$ cat src/logic/vtr_pkg.sv
// Package: register map, reset values and threshold scaling for channel two limits
package vtr_pkg;

  localparam logic [7:0] OFS_FAST_LOW   = 8'h30;
  localparam logic [7:0] OFS_FAST_HIGH  = 8'h31;
  localparam logic [7:0] OFS_SLOW_LOW   = 8'h32;
  localparam logic [7:0] RST_FAST_LOW   = 8'h00;
  localparam logic [7:0] RST_FAST_HIGH  = 8'hff;
  localparam logic [7:0] RST_SLOW_LOW   = 8'h00;
  localparam logic [7:0] UNMAPPED_READ  = 8'h00;

  // Millivolt mapping: base plus code times step
  localparam logic [12:0] BASE_1X_MV    = 13'h0c8;
  localparam logic [12:0] STEP_1X_MV    = 13'h005;
  localparam logic [12:0] BASE_4X_MV    = 13'h320;
  localparam logic [12:0] STEP_4X_MV    = 13'h014;

  typedef struct packed {
    logic       wr;
    logic       rd;
    logic [7:0] addr;
    logic [7:0] wdata;
  } vtr_req_s;

endpackage : vtr_pkg

$ cat src/logic/vtr_code_to_mv.sv
// Limit code to millivolt conversion under range scaling
`timescale 1ns/1ps
module vtr_code_to_mv (
  // Code and scale
  input  wire logic [7:0]  code_i,
  input  wire logic        scale_4x_i,
  // Result
  output logic      [12:0] mv_o
);

  wire [12:0] base_w = scale_4x_i ? vtr_pkg::BASE_4X_MV : vtr_pkg::BASE_1X_MV;
  wire [12:0] step_w = scale_4x_i ? vtr_pkg::STEP_4X_MV : vtr_pkg::STEP_1X_MV;
  wire [25:0] prod_w = {5'h00, code_i} * step_w;

  assign mv_o = base_w + prod_w[12:0];

endmodule : vtr_code_to_mv

$ cat src/logic/vtr_ch2_thresholds.sv
// Channel two threshold registers with window comparison
`timescale 1ns/1ps
module vtr_ch2_thresholds (
  // Clock and reset
  input  wire logic                clock_i,
  input  wire logic                rst_b_i,
  // Register access
  input  wire vtr_pkg::vtr_req_s   req_i,
  output logic [7:0]               rdata_o,
  // Scaling and measured levels in millivolts
  input  wire logic                range_scaling_select_i,
  input  wire logic [12:0]         fast_level_mv_i,
  input  wire logic [12:0]         slow_level_mv_i,
  // Flags
  output logic                     fast_under_o,
  output logic                     fast_over_o,
  output logic                     slow_under_o,
  // Limit values for the comparators
  output logic [12:0]              fast_low_mv_o,
  output logic [12:0]              fast_high_mv_o,
  output logic [12:0]              slow_low_mv_o
);

  ////////////////////////////////////////////////////////////////////////////
  logic [7:0]  ch2_fast_path_low_limit_r;
  logic [7:0]  ch2_fast_path_high_limit_r;
  logic [7:0]  ch2_slow_path_low_limit_r;
  logic [7:0]  rdata_nxt;

  wire sel_fl_w = req_i.addr == vtr_pkg::OFS_FAST_LOW;
  wire sel_fh_w = req_i.addr == vtr_pkg::OFS_FAST_HIGH;
  wire sel_sl_w = req_i.addr == vtr_pkg::OFS_SLOW_LOW;
  wire any_sel_w = sel_fl_w | sel_fh_w | sel_sl_w;

  always_ff @(posedge clock_i or negedge rst_b_i) begin
    if (!rst_b_i) begin
      ch2_fast_path_low_limit_r  <= vtr_pkg::RST_FAST_LOW;
      ch2_fast_path_high_limit_r <= vtr_pkg::RST_FAST_HIGH;
      ch2_slow_path_low_limit_r  <= vtr_pkg::RST_SLOW_LOW;
    end else if (req_i.wr) begin
      if (sel_fl_w) ch2_fast_path_low_limit_r  <= req_i.wdata;
      if (sel_fh_w) ch2_fast_path_high_limit_r <= req_i.wdata;
      if (sel_sl_w) ch2_slow_path_low_limit_r  <= req_i.wdata;
    end
  end

  assign rdata_nxt = sel_fl_w ? ch2_fast_path_low_limit_r :
                     sel_fh_w ? ch2_fast_path_high_limit_r :
                     sel_sl_w ? ch2_slow_path_low_limit_r : vtr_pkg::UNMAPPED_READ;

  // Read data registered, valid the cycle after rd
  always_ff @(posedge clock_i or negedge rst_b_i) begin
    if (!rst_b_i) rdata_o <= 8'h00;
    else if (req_i.rd) rdata_o <= rdata_nxt;
  end

  ////////////////////////////////////////////////////////////////////////////
  vtr_code_to_mv u_fl (
    .code_i     (ch2_fast_path_low_limit_r),
    .scale_4x_i (range_scaling_select_i),
    .mv_o       (fast_low_mv_o)
  );
  vtr_code_to_mv u_fh (
    .code_i     (ch2_fast_path_high_limit_r),
    .scale_4x_i (range_scaling_select_i),
    .mv_o       (fast_high_mv_o)
  );
  vtr_code_to_mv u_sl (
    .code_i     (ch2_slow_path_low_limit_r),
    .scale_4x_i (range_scaling_select_i),
    .mv_o       (slow_low_mv_o)
  );

  always_ff @(posedge clock_i or negedge rst_b_i) begin
    if (!rst_b_i) begin
      fast_under_o <= 1'b0;
      fast_over_o  <= 1'b0;
      slow_under_o <= 1'b0;
    end else begin
      fast_under_o <= fast_level_mv_i < fast_low_mv_o;
      fast_over_o  <= fast_level_mv_i > fast_high_mv_o;
      slow_under_o <= slow_level_mv_i < slow_low_mv_o;
    end
  end
endmodule : vtr_ch2_thresholds

$ cat config.mk
export PLATFORM = sky130hd
export DESIGN_NAME = vtr_ch2_thresholds
export DESIGN_NICKNAME = d
export VERILOG_FILES = /design/src/logic/vtr_pkg.sv /design/src/logic/vtr_code_to_mv.sv /design/src/logic/vtr_ch2_thresholds.sv
export SDC_FILE = /design/constraint.sdc
export NUM_CORES = 1
export LEC_CHECK = 0
export ABC_CLOCK_PERIOD_IN_PS = 14300
export BUFFER_PORTS_ARGS = -buffer_cell sky130_fd_sc_hd__buf_2
export CAP_MARGIN = 5
export CORE_MARGIN = 2
export CORE_UTILIZATION = 57
export DETAILED_ROUTE_END_ITERATION = 8
export PLACE_DENSITY_LB_ADDON = 0.3
export SYNTH_ARGS = -nofsm -noshare
export SYNTH_HDL_FRONTEND = slang
export SYNTH_HIERARCHICAL = 1
export SYNTH_SLANG_ARGS = --single-unit
$ cat constraint.sdc
create_clock -name clock_i -period 14.3 [get_ports clock_i]
set_clock_uncertainty 0.05 [all_clocks]
set_input_delay 2.86 -clock clock_i [delete_from_list [all_inputs] [get_ports clock_i]]
set_output_delay 2.86 -clock clock_i [all_outputs]
set_load 0.01 [all_outputs]
Word-level counts from Yosys, hierarchy flattened
Index checks and enable logic that the tools add are counted.
{"block": "totals", "latchBits": 0, "ram_bits": 0, "n_memories": 0, "regBits": 35, "romBits": 0, "word_cells": 27, "input_bits": 47, "output_inout_bits": 50}
{"block": "classes", "add_sub_neg": 3, "magnitude_cmp": 3, "shifts": 0, "n_reduce_logical": 3, "div": 0, "eq_ne": 3, "n_mux": 5, "n_bitwise": 0, "mul": 3}
{"operator": "13-bit adder", "count": 3}
{"operator": "13-bit < comparator", "count": 2}
{"operator": "8-bit by 13-bit multiplier with 13-bit output", "count": 2}
{"operator": "8-bit by 6-bit equality test with 1-bit output (second input constant)", "count": 3}
{"operator": "8-bit two-way mux", "count": 3}
{"operator": "13-bit > comparator", "count": 1}
{"operator": "8-bit by 5-bit multiplier with 13-bit output", "count": 1}
{"operator": "10-bit two-way mux", "count": 1}
{"operator": "2-bit AND reduction", "count": 3}
{"operator": "5-bit two-way mux", "count": 1}

Depth between registers and ports, before layout
{"block": "depth", "ltp_word": 4, "depth_mapped": 19, "depth_no_buf": 18}

Modules after synthesis
The synthesis kept the hierarchy.
{"mod": "vtr_ch2_thresholds", "instances": 1, "seq_area_each_um2": 885.8, "area_per_inst_um2": 2394.8, "cells_each": 238}
{"mod": "vtr_code_to_mv (u_fh ...)", "instances": 2, "seq_area_each_um2": 0.0, "area_per_inst_um2": 884.6, "cells_each": 104}
{"mod": "vtr_code_to_mv (u_fl)", "instances": 1, "seq_area_each_um2": 0.0, "area_per_inst_um2": 885.8, "cells_each": 104}

Worst setup path before layout
Ideal clock, no wire load.
{"block": "synth_path", "path_kind": "input to output", "startpoint": "input range_scaling_select_i", "endpoint": "output fast_high_mv_o[10]", "t_arrival_ps": 5725, "path_stages": 13, "n_path_buf": 1, "setup_slack_ps": 5665, "required_time_ps": 11390, "path_cell_list": "clkbuf_1 > and2_1 > ha_1 > ha_1 > inv_1 > fa_1 > inv_1 > ha_1 > fa_1 > a21o_2 > a21oi_2 > o21ai_0 > xor2_1"}
{"block": "synth_via", "elab_chain_len": 3, "elab_cells_between_ends": 4, "cone_classes": "add/sub (1); mul (1); mux (2)"}
{"element": "from (decl)", "line": "vtr_ch2_thresholds.sv:11", "source": "input wire logic range_scaling_select_i,"}
{"element": "5-bit two-way mux", "line": "vtr_code_to_mv.sv:12", "source": "wire [12:0] step_w = scale_4x_i ? vtr_pkg::STEP_4X_MV : vtr_pkg::STEP_1X_MV;"}
{"element": "8-bit by 13-bit multiplier with 13-bit output", "line": "vtr_code_to_mv.sv:13", "source": "wire [25:0] prod_w = {5'h00, code_i} * step_w;"}
{"element": "13-bit adder (*)", "line": "vtr_code_to_mv.sv:15", "source": "assign mv_o = base_w + prod_w[12:0];"}
{"element": "to (decl)", "line": "vtr_ch2_thresholds.sv:20", "source": "output logic [12:0] fast_high_mv_o,"}
Mark *: on every way between the ends. The rest lies on a longest branch, timed or not.

Final worst setup path
Same ends and word-level chain as after synthesis.

==> flow_summary.toml <==
[cells_and_area]
final_util_pct = 66.5
diodes = 0
fillCellCount = 729
fin_nets = 828
area_growth_pct = 13.7
fin_area_um2 = 5740
drive_gt1_share_pct = 23.4

[cts]
postCtsSetupBuffers = 0
post_cts_resized = 0
numClockSinks = 35
root_buffer = "clkbuf_8"
cts_buffers = 5
ctsHoldBuffers = 0
cts.clk_slew.worst_paths_ps = 80
cts_max_path_buffers = 2
h-tree-depth = 2
insertion_delay_ps = 290
cts_tree = "yes"

[route]
ant_nets = 0
wl_per_cell_um = 14.1
post-route-drc-count = 0
drt-vias-per-instance = 5.39
drt_iter0_markers = 166
dr.pass1.iters = 6
wl_um = 10700
vias = 4061

[min_path]
hp-class = "reg2reg"

[sta]
final.min_clock_period_ps = 9380
fin_setup_tns_ps = 0
hold_viol_final = 0
fin_crit_sh_pct = 65.6
tightest_slew_ps = 860
slew_viol_final = 0
relSlewSlack_pct = 42.7
rsz0062_at_grt = "no"
fmax_ghz = 0.107
finalSetupViolations = 0

[outcome]
status = "finished, final reports clean"

[critical_path]
cp_max_fo = 57
cp.required_ps = 11390
path_common_cell = "ha_1"
cp_slowest_stage_delay_ps = 630
critPathCaptureType = "output port"
critical_path_class = "in2out"
crit_family = "adder cells"
critical_path_arrival_ps = 6470
cp.buffers_inverters = 4
cpMaxStageDelayCell = "buf_2"
critPathLaunchType = "input pin"
cp_cell_sequence = "buf_2, and2_1, ha_1, ha_1, inv_1, fa_1, inv_1, ha_1, fa_1, a21o_2, a21oi_2, o21ai_0, xor2_1, buf_2"

[global_route]
grt_max_degree = 58
first_global_vias = 4059
antenna_found_initial = 0
grt_pass1_wl_um = 18700
grt_util_all_layers_pct = 23.3
grt_overflow_total = 0

[logic_synthesis]
synth_top_flop_cell = "dfrtp_1"
yosys_warnings = 6
async_reset_ff_share_pct = 100
syn_inst = 550
ys_seq_area_share_pct = 17.5
synth.net_count = 733
synthesis.area_um2 = 5050
synth_seq_cells = 35
yosysUniqueCellTypes = 47
synth_edf_count = 0
syn_avg_cell_area_um2 = 9.18

[placed_design]
port_buffers = 96
finalWeightedCongestion = 0.889
dp_hpwl_um = 9090
post_dp_cell_area_um2 = 5630

[flow_run]
cap_violations = 0

[floorplan]
num_io_pins = 97
core-area_um2 = 8640
die_w_um = 98.1
rows = 34
initial_core_util_pct = 58.5
die_h_um = 98.1
die-area_um2 = 9630

[power]
p_leak_nw = 3.30
peakVddDrop_mv = 0.0471
power_mw = 0.373
power.density_nw_per_um2 = 64.9
report_power, final:
| group | switching (mW) | leakage [nW] | total (mW) | internal, mW |
|---|---|---|---|---|
| registers | 0.00587 | 0.451 | 0.110 | 0.104 |
| logic | 0.0985 | 2.80 | 0.174 | 0.0751 |
| clock network | 0.0377 | 0.0581 | 0.0896 | 0.0519 |
| total | 0.142 | 3.30 | 0.373 | 0.231 |
Yosys cell counts, drive strengths merged (4+ instances only):
cell	instances	area [um2]
mux2i	12	120
ha	106	1330
nand3	7	35.0
and2	24	150
nand2	25	96.4
a21oi	34	181
xnor2	9	78.8
dfrtp	27	676
nor3	6	41.3
a21o	15	116
a211oi	4	30.0
mux2	24	270
dfstp	8	210
o21ai	10	50.1
fa	30	601
o22ai	8	50.1
clkbuf	5	18.8
xor2	9	78.8
inv	104	390
nor2b	21	131
nor2	21	78.8
through the flow:
stage	hold WS (ps)	worst slack [ps]	instances
after floorplan	487	5670	550
after global placement	462	5000	746
after detailed placement	466	4940	746
after CTS	476	4910	754
after global routing	502	4620	754
final	479	4920	754
layout by cell type, fill, tap and decap left out, types with 2 or more instances in the layout:
cell and n:
a21oi_2 3, a21o_2 3, dfrtp_1 27, o21bai_1 3, dfstp_2 8, and2_1 24
fa_1 30, nor2b_1 21, nand2_1 24, mux2i_1 12, o21a_1 3, and4b_1 3
nor2_1 21, a31oi_1 3, conb_1 3, o22ai_1 8, xor2_1 9, ha_1 106
a21oi_1 31, xnor2_1 9, a221oi_1 3, nand4_1 3, o21ai_0 10, inv_1 104
nor3_1 5, a211oi_1 4, and3_1 2, nand3_1 7, a21o_1 12, o31ai_2 3
nand4b_2 2, buf_2 96, or2_2 3, mux2_2 23, clkbuf_8 5
path summary, 6_finish.rpt:
path,start,endpoint,slack (ps),depth (start not counted)
worst max register to register,ch2_fast_path_high_limit_r[0]$_DFFE_PN1P_,fast_over_o$_DFF_PN0_,9670,18
worst min register to register,rdata_o[0]$_DFFE_PN0P_,rdata_o[0]$_DFFE_PN0P_,480,2
worst min-delay path,rdata_o[0]$_DFFE_PN0P_,rdata_o[0]$_DFFE_PN0P_,480,2
max in group asynchronous,rst_b_i,ch2_fast_path_low_limit_r[2]$_DFFE_PN0P_,11160,1
min in group asynchronous,rst_b_i,rdata_o[6]$_DFFE_PN0P_,2570,1
worst max-delay path,range_scaling_select_i,fast_high_mv_o[10],4920,14
metal layers:
layer  routed length [um]  GRT usage (%)  vias up
met2                 4970           39.9       90
met4                   63           2.24        0
li1                     -              -     2041
met5                    0              0        -
met1                 5170           32.8     1924
met3                  460           3.15        6
sequential cells by signal, summed over array words and instances (netlist names):
name and count:
fast_under_o 1, ch2_fast_path_high_limit_r 8, ch2_fast_path_low_limit_r 8, fast_over_o 1
slow_under_o 1, rdata_o 8, ch2_slow_path_low_limit_r 8
logic make-up (layout without fill, tap and decap cells):
| group | count (synthesis) | count (layout) | share of synthesized area, % |
|---|---|---|---|
| AND/OR/NAND/NOR | 121 | 121 | 13.3 |
| other | 3 | 3 | 0.223 |
| flip-flops | 35 | 35 | 17.5 |
| XOR/XNOR | 18 | 18 | 3.12 |
| AO/OA/AOI/OAI | 89 | 89 | 11.5 |
| adder cells (fa/ha/maj) | 136 | 136 | 38.2 |
| multiplexers | 36 | 36 | 7.73 |
| buffers and inverters | 112 | 208 | 8.42 |
cell type report:
| class | count | area, um2 | area share [%] |
|---|---|---|---|
| clock inverter | 3 | 43.8 | 0.763 |
| clock buffer | 5 | 68.8 | 1.20 |
| inverter | 104 | 390 | 6.80 |
| timing repair buffer | 96 | 480 | 8.37 |
| multi-input combinational | 403 | 3740 | 65.1 |
| sequential | 35 | 886 | 15.4 |
| tap | 108 | 135 | 2.35 |
worst min-delay path: stages (launching register included):
cell     delay (ps)
dfrtp_1         380
inv_1            50
o22ai_1          60
Note: power is estimated with default switching activity, not from simulation.
